[src/nvsc_cfg.svh]
// Purpose: constants for the host-side soft sequence controller
// Assumes: 50 MHz clk, one access slot per command word
// Notes:   offsets and counts used by nvsc_host and nvsc_access
// Functional notes
// device matches only address bits 14..2 of sequence addresses
// host issues the six sequence addresses in listed order, back to back
// write strobe stays high during all six sequence accesses
// prefix reads are 0x4E38, 0xB1C7, 0x83E0, 0x7C1F, 0x703F
// sixth read 0x8B45 turns power-fail save off
// sixth read 0x4B46 turns power-fail save back on
// sixth read 0x8FC0 starts a nonvolatile store, data pins high-z
// sixth read 0x4C63 starts a recall, data pins high-z
// data pins driven per output enable and byte selects
// sequences are chip-select framed read cycles
// host follows a save-setting change with a manual store; nvsc_host only flags it on save_changed
// stored save setting starts in the enabled state
// device ignores stores and writes below supply threshold
// write held at power up or end of cycle is blocked
// nothing else inserted; no access during processing interval
// device holds busy/store low through every store
// device matcher restarts on mismatch
`ifndef NVSC_CFG_SVH
`define NVSC_CFG_SVH
`define NVSC_ADDR_W       18
`define NVSC_SEQ_0        16'h4e38
`define NVSC_SEQ_1        16'hb1c7
`define NVSC_SEQ_2        16'h83e0
`define NVSC_SEQ_3        16'h7c1f
`define NVSC_SEQ_4        16'h703f
`define NVSC_SEQ_OFF      16'h8b45
`define NVSC_SEQ_ON       16'h4b46
`define NVSC_SEQ_STORE    16'h8fc0
`define NVSC_SEQ_RECALL   16'h4c63
`define NVSC_CLK_MHZ      50
`define NVSC_ACC_NS       60
`define NVSC_ACC_CYC      ((`NVSC_ACC_NS * `NVSC_CLK_MHZ + 999) / 1000)
`define NVSC_TSS_NS       100000
`define NVSC_TSS_CYC      ((`NVSC_TSS_NS * `NVSC_CLK_MHZ + 999) / 1000)
`define NVSC_CNT_W        16
`endif

[src/nvsc_pkg.sv]
// Purpose: types for the soft sequence controller
// Assumes: nvsc_cfg.svh supplies the numbers
// Notes:   command codes and state encodings
package nvsc_pkg;
  typedef enum logic [2:0] {
    NVSC_CMD_READ   = 3'h0,
    NVSC_CMD_WRITE  = 3'h1,
    NVSC_CMD_STORE  = 3'h2,
    NVSC_CMD_RECALL = 3'h3,
    NVSC_CMD_PFS_OFF = 3'h4,
    NVSC_CMD_PFS_ON = 3'h5
  } nvsc_cmd_t;
  typedef enum logic [2:0] {
    NVSC_IDLE = 3'b000,
    NVSC_ACC  = 3'b001,
    NVSC_GAP  = 3'b011,
    NVSC_WAIT = 3'b010,
    NVSC_BUSY = 3'b110
  } nvsc_state_t;
endpackage : nvsc_pkg

[src/nvsc_access.sv]
// Purpose: one chip-select framed access on the asynchronous bus
// Assumes: caller holds address and data stable while busy
// Notes:   read data captured at the end of the strobe window
`timescale 1ns/1ps
`include "nvsc_cfg.svh"
module nvsc_access (
  input  wire logic                    clk,
  input  wire logic                    rst_b,
  input  wire logic                    start,
  input  wire logic                    is_write,
  input  wire logic                    drive_oe,
  input  wire logic [15:0]             dq_in_sync,
  output logic                         chip_sel_n,
  output logic                         write_n,
  output logic                         out_en_n,
  output logic                         dq_oe,
  output logic                         done,
  output logic [15:0]                  rd_data
);
  typedef struct packed {
    logic                  act;
    logic                  wr;
    logic                  oe;
    logic [`NVSC_CNT_W-1:0] cnt;
    logic                  done;
    logic [15:0]           rd;
  } nvsc_acc_t;
  nvsc_acc_t st_r, st_nxt;

  // ---------------------------------------------------------------
  // access timer
  // ---------------------------------------------------------------
  // count a fixed window; two extra cycles cover the input synchroniser
  always_comb begin
    st_nxt      = st_r;
    st_nxt.done = 1'b0;
    if (!st_r.act && start) begin
      st_nxt.act = 1'b1;
      st_nxt.wr  = is_write;
      st_nxt.oe  = drive_oe;
      st_nxt.cnt = `NVSC_CNT_W'(`NVSC_ACC_CYC + 2);
    end else if (st_r.act) begin
      if (st_r.cnt == '0) begin
        st_nxt.act  = 1'b0;
        st_nxt.done = 1'b1;
        st_nxt.rd   = dq_in_sync;
      end else begin
        st_nxt.cnt = st_r.cnt - `NVSC_CNT_W'(1);
      end
    end
  end

  always_ff @(posedge clk or negedge rst_b) begin
    if (!rst_b) begin
      st_r <= '0;
    end else begin
      st_r <= st_nxt;
    end
  end

  assign chip_sel_n = ~st_r.act;
  assign write_n    = ~(st_r.act & st_r.wr);
  assign out_en_n   = ~(st_r.act & ~st_r.wr & st_r.oe);
  assign dq_oe      = st_r.act & st_r.wr;
  assign done       = st_r.done;
  assign rd_data    = st_r.rd;
endmodule : nvsc_access

[src/nvsc_host.sv]
// Purpose: host controller issuing reads, writes and soft sequences
// Assumes: device busy/store pin is open drain with pull-up
// Notes:   one command at a time; ready low while working
`timescale 1ns/1ps
`include "nvsc_cfg.svh"
module nvsc_host #(
  parameter int unsigned TSS_CYC = `NVSC_TSS_CYC
) (
  input  wire logic                    clk,
  input  wire logic                    rst_b,
  input  wire logic                    cmd_valid,
  input  wire nvsc_pkg::nvsc_cmd_t     cmd_code,
  input  wire logic [`NVSC_ADDR_W-1:0] cmd_addr,
  input  wire logic [15:0]             cmd_wdata,
  input  wire logic [1:0]              cmd_bytes,
  output logic                         cmd_ready,
  output logic                         rsp_valid,
  output logic [15:0]                  rsp_rdata,
  output logic                         save_changed,
  output logic [`NVSC_ADDR_W-1:0]      mem_addr,
  output logic                         chip_sel_n,
  output logic                         write_n,
  output logic                         out_en_n,
  output logic                         upper_byte_sel_n,
  output logic                         lower_byte_sel_n,
  output logic [15:0]                  dq_out,
  output logic                         dq_oe,
  input  wire logic [15:0]             dq_in,
  input  wire logic                    store_busy_n_in,
  output logic                         store_busy_n_out,
  output logic                         store_busy_n_oe
);
  typedef struct packed {
    nvsc_pkg::nvsc_state_t  fsm;
    nvsc_pkg::nvsc_cmd_t    cmd;
    logic [2:0]             step;
    logic [`NVSC_ADDR_W-1:0] addr;
    logic [15:0]            wdata;
    logic [1:0]             bytes;
    logic [`NVSC_CNT_W-1:0] cnt;
    logic                   rsp;
    logic [15:0]            rdata;
    logic                   chg;
    logic [15:0]            dq_s1;
    logic [15:0]            dq_s2;
    logic [1:0]             busy_s;
  } nvsc_host_t;
  nvsc_host_t st_r, st_nxt;

  // busy stages reset high: the pin idles high behind its pull-up, and a
  // low reset value would hold cmd_ready down for two cycles after reset
  localparam nvsc_host_t HOST_RST = '{
    fsm:    nvsc_pkg::NVSC_IDLE,
    cmd:    nvsc_pkg::NVSC_CMD_READ,
    step:   3'h0,
    addr:   {`NVSC_ADDR_W{1'b0}},
    wdata:  16'h0000,
    bytes:  2'h0,
    cnt:    {`NVSC_CNT_W{1'b0}},
    rsp:    1'b0,
    rdata:  16'h0000,
    chg:    1'b0,
    dq_s1:  16'h0000,
    dq_s2:  16'h0000,
    busy_s: 2'h3
  };

  logic        acc_start;
  logic        acc_done;
  logic [15:0] acc_rd;
  logic        seq_cmd;

  // ---------------------------------------------------------------
  // sequence address table
  // ---------------------------------------------------------------
  // upper bits zero; device only looks at bits 14..2 anyway
  function automatic logic [`NVSC_ADDR_W-1:0] seq_addr(
    input logic [2:0]          stp,
    input nvsc_pkg::nvsc_cmd_t c
  );
    logic [15:0] a;
    a = `NVSC_SEQ_0;
    case (stp)
      3'h0: a = `NVSC_SEQ_0;
      3'h1: a = `NVSC_SEQ_1;
      3'h2: a = `NVSC_SEQ_2;
      3'h3: a = `NVSC_SEQ_3;
      3'h4: a = `NVSC_SEQ_4;
      default: begin
        case (c)
          nvsc_pkg::NVSC_CMD_PFS_OFF: a = `NVSC_SEQ_OFF;
          nvsc_pkg::NVSC_CMD_PFS_ON:  a = `NVSC_SEQ_ON;
          nvsc_pkg::NVSC_CMD_STORE:   a = `NVSC_SEQ_STORE;
          default:                    a = `NVSC_SEQ_RECALL;
        endcase
      end
    endcase
    seq_addr = {{(`NVSC_ADDR_W-16){1'b0}}, a};
  endfunction : seq_addr

  assign seq_cmd = (st_r.cmd != nvsc_pkg::NVSC_CMD_READ) &&
                   (st_r.cmd != nvsc_pkg::NVSC_CMD_WRITE);

  // ---------------------------------------------------------------
  // command state machine
  // ---------------------------------------------------------------
  // no foreign access between sequence steps: it would abort the sequence
  always_comb begin
    st_nxt        = st_r;
    st_nxt.rsp    = 1'b0;
    acc_start     = 1'b0;
    // pin synchronisers; the first stage feeds only the second
    st_nxt.dq_s1  = dq_in;
    st_nxt.dq_s2  = st_r.dq_s1;
    st_nxt.busy_s = {st_r.busy_s[0], store_busy_n_in};
    case (st_r.fsm)
      // take a command only while the device is not busy
      nvsc_pkg::NVSC_IDLE: begin
        if (cmd_valid && st_r.busy_s[1]) begin
          st_nxt.cmd   = cmd_code;
          st_nxt.wdata = cmd_wdata;
          st_nxt.bytes = cmd_bytes;
          st_nxt.step  = 3'h0;
          st_nxt.fsm   = nvsc_pkg::NVSC_ACC;
          if ((cmd_code == nvsc_pkg::NVSC_CMD_READ) ||
              (cmd_code == nvsc_pkg::NVSC_CMD_WRITE)) begin
            st_nxt.addr = cmd_addr;
          end else begin
            st_nxt.addr = seq_addr(3'h0, cmd_code);
          end
        end
      end
      // one-cycle pulse starts the access engine
      nvsc_pkg::NVSC_ACC: begin
        acc_start  = 1'b1;
        st_nxt.fsm = nvsc_pkg::NVSC_WAIT;
      end
      // the last access of a sequence hands over to the processing wait
      nvsc_pkg::NVSC_WAIT: begin
        if (acc_done) begin
          st_nxt.rdata = acc_rd;
          if (seq_cmd && st_r.step != 3'h5) begin
            st_nxt.step = st_r.step + 3'h1;
            st_nxt.addr = seq_addr(st_r.step + 3'h1, st_r.cmd);
            st_nxt.fsm  = nvsc_pkg::NVSC_GAP;
          end else if (seq_cmd) begin
            // hold off for processing time, then for any busy
            st_nxt.cnt = `NVSC_CNT_W'(TSS_CYC);
            st_nxt.chg = (st_r.cmd == nvsc_pkg::NVSC_CMD_PFS_OFF) ||
                         (st_r.cmd == nvsc_pkg::NVSC_CMD_PFS_ON) ||
                         (st_r.chg && st_r.cmd != nvsc_pkg::NVSC_CMD_STORE);
            st_nxt.fsm = nvsc_pkg::NVSC_BUSY;
          end else begin
            st_nxt.rsp = 1'b1;
            st_nxt.fsm = nvsc_pkg::NVSC_IDLE;
          end
        end
      end
      nvsc_pkg::NVSC_GAP: begin
        st_nxt.fsm = nvsc_pkg::NVSC_ACC; // one extra idle cycle; chip select is already high from the done cycle
      end
      // bus stays quiet until processing time is over and busy is high again
      nvsc_pkg::NVSC_BUSY: begin
        if (st_r.cnt != '0) begin
          st_nxt.cnt = st_r.cnt - `NVSC_CNT_W'(1);
        end else if (st_r.busy_s[1]) begin
          st_nxt.rsp = 1'b1;
          st_nxt.fsm = nvsc_pkg::NVSC_IDLE;
        end
      end
      default: begin
        st_nxt.fsm = nvsc_pkg::NVSC_IDLE;
      end
    endcase
  end

  always_ff @(posedge clk or negedge rst_b) begin
    if (!rst_b) begin
      st_r <= HOST_RST;
    end else begin
      st_r <= st_nxt;
    end
  end

  // ---------------------------------------------------------------
  // bus access engine
  // ---------------------------------------------------------------
  nvsc_access u_acc (
    .clk        (clk),
    .rst_b      (rst_b),
    .start      (acc_start),
    .is_write   (st_r.cmd == nvsc_pkg::NVSC_CMD_WRITE),
    .drive_oe   (1'b1),
    .dq_in_sync (st_r.dq_s2),
    .chip_sel_n (chip_sel_n),
    .write_n    (write_n),
    .out_en_n   (out_en_n),
    .dq_oe      (dq_oe),
    .done       (acc_done),
    .rd_data    (acc_rd)
  );

  // ---------------------------------------------------------------
  // pin and handshake outputs
  // ---------------------------------------------------------------
  // ready is combinational so a command is taken in the first idle cycle
  assign cmd_ready        = (st_r.fsm == nvsc_pkg::NVSC_IDLE) & st_r.busy_s[1];
  assign rsp_valid        = st_r.rsp;
  assign rsp_rdata        = st_r.rdata;
  // setting change stays flagged until a store has saved it
  assign save_changed     = st_r.chg;

  // address held for the whole access; the next step's address stands through the gap
  assign mem_addr         = st_r.addr;
  // sequences enable both byte lanes; ordinary accesses use cmd_bytes
  assign upper_byte_sel_n = chip_sel_n | (seq_cmd ? 1'b0 : ~st_r.bytes[1]);
  assign lower_byte_sel_n = chip_sel_n | (seq_cmd ? 1'b0 : ~st_r.bytes[0]);
  // write data stands from take until the next command is taken
  assign dq_out           = st_r.wdata;

  // busy pin is only watched; releasing it leaves the device in charge of it
  assign store_busy_n_out = 1'b1;
  assign store_busy_n_oe  = 1'b0; // host never requests hardware store
endmodule : nvsc_host

[config.mk]
export PLATFORM = sky130hd
export DESIGN_NAME = nvsc_host
export DESIGN_NICKNAME = d
export VERILOG_FILES = /design/src/nvsc_pkg.sv /design/src/nvsc_access.sv /design/src/nvsc_host.sv
export VERILOG_INCLUDE_DIRS = /design/src
export SDC_FILE = /design/constraint.sdc
export NUM_CORES = 1
export LEC_CHECK = 0
export BUFFER_PORTS_ARGS = -buffer_cell sky130_fd_sc_hd__buf_2
export CORE_AREA = 5 5 122 124
export CTS_CLUSTER_DIAMETER = 120
export DETAILED_ROUTE_END_ITERATION = 8
export DIE_AREA = 0 0 127 129
export PLACE_DENSITY = 0.75
export REMOVE_ABC_BUFFERS = 1
export SYNTH_ARGS = -nofsm -noshare
export SYNTH_HDL_FRONTEND = slang
export SYNTH_SLANG_ARGS = --single-unit
[constraint.sdc]
create_clock -name clk -period 2.2 [get_ports clk]
set_input_delay 0.33 -clock clk [delete_from_list [all_inputs] [get_ports clk]]
set_output_delay 0.33 -clock clk [all_outputs]
set_load 0.05 [all_outputs]
**After elaboration in Yosys (flattened, before gate mapping)**

Index checks and enable logic that the tools add are counted.
W data, S select, Z words.

- Output and inout bits: 61
- Memory bits (writable): 0
- Bits in read-only memories: 0
- Bits of input ports: 59
- Memories: 0
- Latch bits: 0
- Logic and storage cells: 121
- Register bits: 149

- Multiply operators: 0
- Reduce and logical (&&, ||, !) cells: 26
- Divide/modulo/power cells: 0
- Shift-type cells: 0
- Muxes and demuxes: 34
- Add/subtract/negate cells: 3
- Equal/unequal tests: 25
- Bitwise gates (word level): 14
- $lt $le $gt $ge: 0

Operator list:

| kind | count |
|---|---|
| $pmux W16 S5 | 1 |
| $mux W16 | 4 |
| $mux W17 | 3 |
| $pmux W16 S3 | 1 |
| $mux W45 | 1 |
| $mux W21 | 2 |
| $pmux W21 S2 | 1 |
| $mux W34 | 1 |
| $pmux W17 S2 | 1 |
| $mux W33 | 1 |
| $sub A16 B1 Y16 const B | 2 |
| $mux W18 | 1 |
| $logic_not A16 Y1 | 1 |
| $reduce_bool A16 Y1 | 1 |
| $eq A3 B2 Y1 const B | 5 |
| $mux W3 | 5 |
| $pmux W3 S5 | 1 |
| $ne A2 B2 Y1 const B | 7 |
| $eq A3 B1 Y1 const B | 4 |
| $eq A3 B3 Y1 const B | 4 |
| $reduce_and A4 Y1 | 3 |
| $mux W1 | 11 |
| $logic_not A3 Y1 | 3 |
| $not A1 Y1 | 8 |
| 15 further kinds | 30 |

**Longest topological paths before layout**

- Depth after elaboration: 7
- Mapped depth: 8
- Depth with buffers taken out: 7

**Hierarchy**

A second synthesis with hierarchy kept.

- Cells, all modules: 626
- Area, all modules: 7244.4 sq um

Modules (own cells, without submodules):

| module | cells each | area an instance (sq um) | sequential area each (sq um) | times used |
|---|---|---|---|---|
| nvsc_host | 460 | 5356.4 | 2830.2 | 1 |
| nvsc_access | 166 | 1888.1 | 900.9 | 1 |

**Least setup slack after synthesis**

Ideal clock, no wire load.

- Path kind: flip-flop to flip-flop
- Start point: reg st_r[110] (netlist bit)
- End point: reg st_r (netlist bit mem_addr[9])
- Period minus slack after synthesis: 3.452 ns
- Arrival: 3.334 ns
- Slack: -1.252 ns
- Stages on the path, launching flop included: 8
- Path buffers: 2
- Setup time: 0.119 ns
- Required time: 2.081 ns
- Cell sequence: dfrtp_1 -> buf_2 -> nor4b_1 -> nand2_1 -> a21oi_2 -> buf_2 -> o311ai_0 -> o21a_1

- Word-level cells in the longest chain between the ends: 3
- Elaborated cells between the ends (all ways): 8
- Classes of those cells: eq/ne (4); mux (1); reduce/logical (3)

Ends and longest elaborated chain:

| what | line | source |
|---|---|---|
| start, declared | nvsc_host.sv:48 | `nvsc_host_t st_r, st_nxt;` |
| start signal, assigned | nvsc_host.sv:181 | `st_r <= st_nxt;` |
| $eq A3 B2 Y1 / $logic_not A3 Y1 (equally long branches) | nvsc_host.sv:116 | `case (st_r.fsm)` |
| $ne A2 B2 Y1 (no source line), or another cell as far along | - |  |
| $reduce_and A4 Y1 (no source line) | - |  |

Parallel ways exist; a longest one is shown, timed or not.
A chain may end at the register's enable or synchronous reset.

**Worst setup path in the final report**

- Start point: reg u_acc.st_r[26] (netlist bit)
- End point: reg u_acc.st_r (netlist bit u_acc.rd_data[7])

- Word-level cells in the longest chain between the ends: 2

Ends and longest elaborated chain:

| what | line | source |
|---|---|---|
| start, declared | nvsc_access.sv:28 | `nvsc_acc_t st_r, st_nxt;` |
| start signal, assigned | nvsc_access.sv:57 | `st_r <= st_nxt;` |
| $logic_not A16 Y1 | nvsc_access.sv:43 | `if (st_r.cnt == '0) begin` |
| $reduce_and A3 Y1 (no source line) | - |  |

Every way passes these cells.

==> run metrics <==
status=complete, no violations; multi-input logic area=2490 sq um; Slew @ Worst Pin=0.713 ns; Mapped Area=6780 sq um; share of cells above drive strength 1=about a third; H-Tree Level Count=4; Peak VDD IR=0.644 mV; Die ar.=between 15000 and 20000 sq um; fmax=470 MHz; cell area after layout=8170 sq um; power density cells=1420 nW/um^2; CP arrival=2.43 ns; post-route ant nets=0; vias in the first global route=about 5100; global-route wire length before repair=25200 um; IO buf count=117; critical path required time=2.50 ns; Post-Route Skew=0.00985 ns; Seq/Total Area, Yosys=55.0%; Critical Setup Path Class=reg2reg; Final Power=between 10 and 15 mW; Seq cells post-synth=approximately 150; post-synthesis compound-gate area fraction=10.2%; WL/cell=~16 um; most frequent cell after synthesis=dfrtp_1; Synth Area in XOR/XNOR=0.775%; Core Rows=43; CTS clock-pin slew for the worst setup and hold paths=0.06 ns; vias per inst=5.36; chip width=127 um; worst rel slew slack=a little over half; Critical Path Sink Type=flop; antenna violations before repair=0; largest net degree at the start of global routing=57; Period minus WS final=2.13 ns; mux cell area share after synthesis=7.56%; nets@finish=803; core footprint=13700 sq um; LEAKAGE=3.88 nW; final WL=between 15000 and 20000 um; share of the synthesized area in the top cell type=54.2%; Adder-Cell Fraction of Synth Area=1.48%; Final Slew Violations=0; Vias=around 5000; sequential standard cell area=3730 sq um; YS warnings=0; Most used DFF post-synth=dfrtp_1; Die Y-Extent=between 100 and 150 um; largest family of logic cells by synthesized area=simple AND/OR/NAND/NOR gates; async set-reset flop share out of synthesis=100%; DP Area=about 7400 sq um; first-pass detailed-route iteration total=5; DRC Markers=0; Clock Path Buffers=2; Simple-Gate Fraction of Synth Area=16.2%; DR iter-0 viols=about 340; fin crit share=96.7%; Mean Syn Cell Area=about 11 sq um; area grow syn2layout=20.5%; count of cell types in the netlist=69; CTS tree=built; Setup crit start kind=flop; post-synth top area cell=dfrtp_1; worst hold path class=in2reg; RSZ-0062 raised after global routing=false; number of flops mapped to enable cells by yosys=0; ANT cells=0; Skew-Pair Late Insertion Delay=0.43 ns; Setup-failing EPs final=0; clk sinks=around 150; Layout Cells excl Fill=929; GPL Wtd Cong=just over 0.9; cells after synthesis=around 630; GRT Residual Overflow=0; CP max FO=17; Synth area leaders=dfrtp_1, buf_4, mux2_2, nand2_1, o21ai_0; CTS root buf=clkbuf_16; Post-Place Cells=879; Fin. Hold Viols=0; top post-synthesis cells by count=dfrtp_1, nand2_1, buf_4; Ports=120; Global Route Usage Sum=19.5%; dpl hpwl=10700 um; TNS Setup=0 ns; initial core utilization=49.6%; CTS buffer count=17; max-cap violations=0; Filler cells=1125
-- logic make-up after synthesis --
logic type | after synthesis
flops | 149
xor+xnor | 6
other cells | 2
compound gates | 110
fa+ha+maj | 8
buf+inv | 94
mux | 43
simple gates | 217
-- flip-flops by register name, indices dropped and copies added, names as in the netlist --
name           flops
dq_out            16
mem_addr          18
rsp_rdata         16
rsp_valid          1
save_changed       1
st_nxt            17
st_r              44
u_acc.done         1
u_acc.rd_data     16
u_acc.st_r        19
-- where the power goes --
| group | internal, mW | total, mW | switching (mW) | leakage [nW] |
|---|---|---|---|---|
| Combinational | 1.50 | 4.57 | 3.07 | 1.72 |
| Clock | 1.74 | 2.94 | 1.20 | 0.296 |
| Sequential | 3.49 | 4.08 | 0.590 | 1.87 |
| Total | 6.73 | 11.6 | 4.86 | 3.88 |
-- stage by stage --
step / setup slack [ns] / utilization [%] / hold slack, ns
after CTS: 0.0254 / 59.4 / 0.000658
after global routing: 0.000644 / 59.8 / 0.0151
final: 0.0729 / 59.8 / 0.0306
after detailed placement: -0.0357 / 53.8 / 0.290
after global placement: 0.0555 / 53.8 / 0.286
after floorplan: -2.76 / - / 0.0344
-- critical path: stages (launching register included) --
cell and delay (ns):
dfrtp_1 0.41, or4b_4 0.58, nor4b_4 0.29, and2b_2 0.21, buf_12 0.17, mux2_2 0.35
-- routing by layer --
| metal | GRT usage (%) | share of wire (%) | vias to the layer above |
|---|---|---|---|
| li1 | - | - | 2361 |
| met1 | 25.3 | 42 | 2423 |
| met2 | 31.5 | 50 | 170 |
| met3 | 5.40 | 6.5 | 27 |
| met4 | 7.07 | 1.9 | 0 |
| met5 | 0 | 0 | - |
-- timing repair --
item                       4_1_cts  5_1_grt
setup endpoints to repair        0       29
hold buffers                    15        2
hold endpoints to repair        52        2
setup buffers                    0        1
gates resized for setup          0       11
-- cell type report --
type / count / area share, %
clock buffers: 19 / 5.42
inverters: 17 / 0.781
well taps: 180 / 2.76
multi-input cells: 386 / 30.5
repair buffers: 165 / 12.8
flip-flops and latches: 149 / 45.7
clock inverters: 13 / 2.02
-- layout by cell type (no fill, tap or decap), drive strengths merged, types with 4 or more instances in the layout --
master,synthesis,layout
a211oi,4,4
a21oi,25,25
a22oi,4,4
a31oi,8,8
buf,63,147
clkbuf,14,20
clkinv,0,4
dfrtp,147,147
dlygate4sd3,0,17
ha,8,8
inv,17,23
mux2,39,39
mux2i,4,4
nand2,80,80
nand3,15,15
nor2,47,47
nor2b,4,4
nor3,17,17
nor3b,5,5
nor4,10,10
o21ai,38,38
o31ai,5,5
or2,5,5
or3,8,8
or4,5,5
-- final timing paths --
path                                       startpoint                            to  slack, ns  depth (start not counted)
max                        u_acc.st_r[26]$_DFFE_PN0P_  u_acc.rd_data[7]$_DFFE_PN0P_       0.07                          5
min                                          dq_in[1]           st_nxt[3]$_DFF_PN0_       0.03                          1
max reg2reg                u_acc.st_r[26]$_DFFE_PN0P_  u_acc.rd_data[7]$_DFFE_PN0P_       0.07                          5
min reg2reg                       st_nxt[7]$_DFF_PN0_             st_r[7]$_DFF_PN0_       0.35                          0
max in group asynchronous                       rst_b  u_acc.rd_data[7]$_DFFE_PN0P_       1.16                          3
min in group asynchronous                       rst_b      mem_addr[16]$_DFFE_PN0P_       0.39                          2
(Power assumes the default switching activity.)
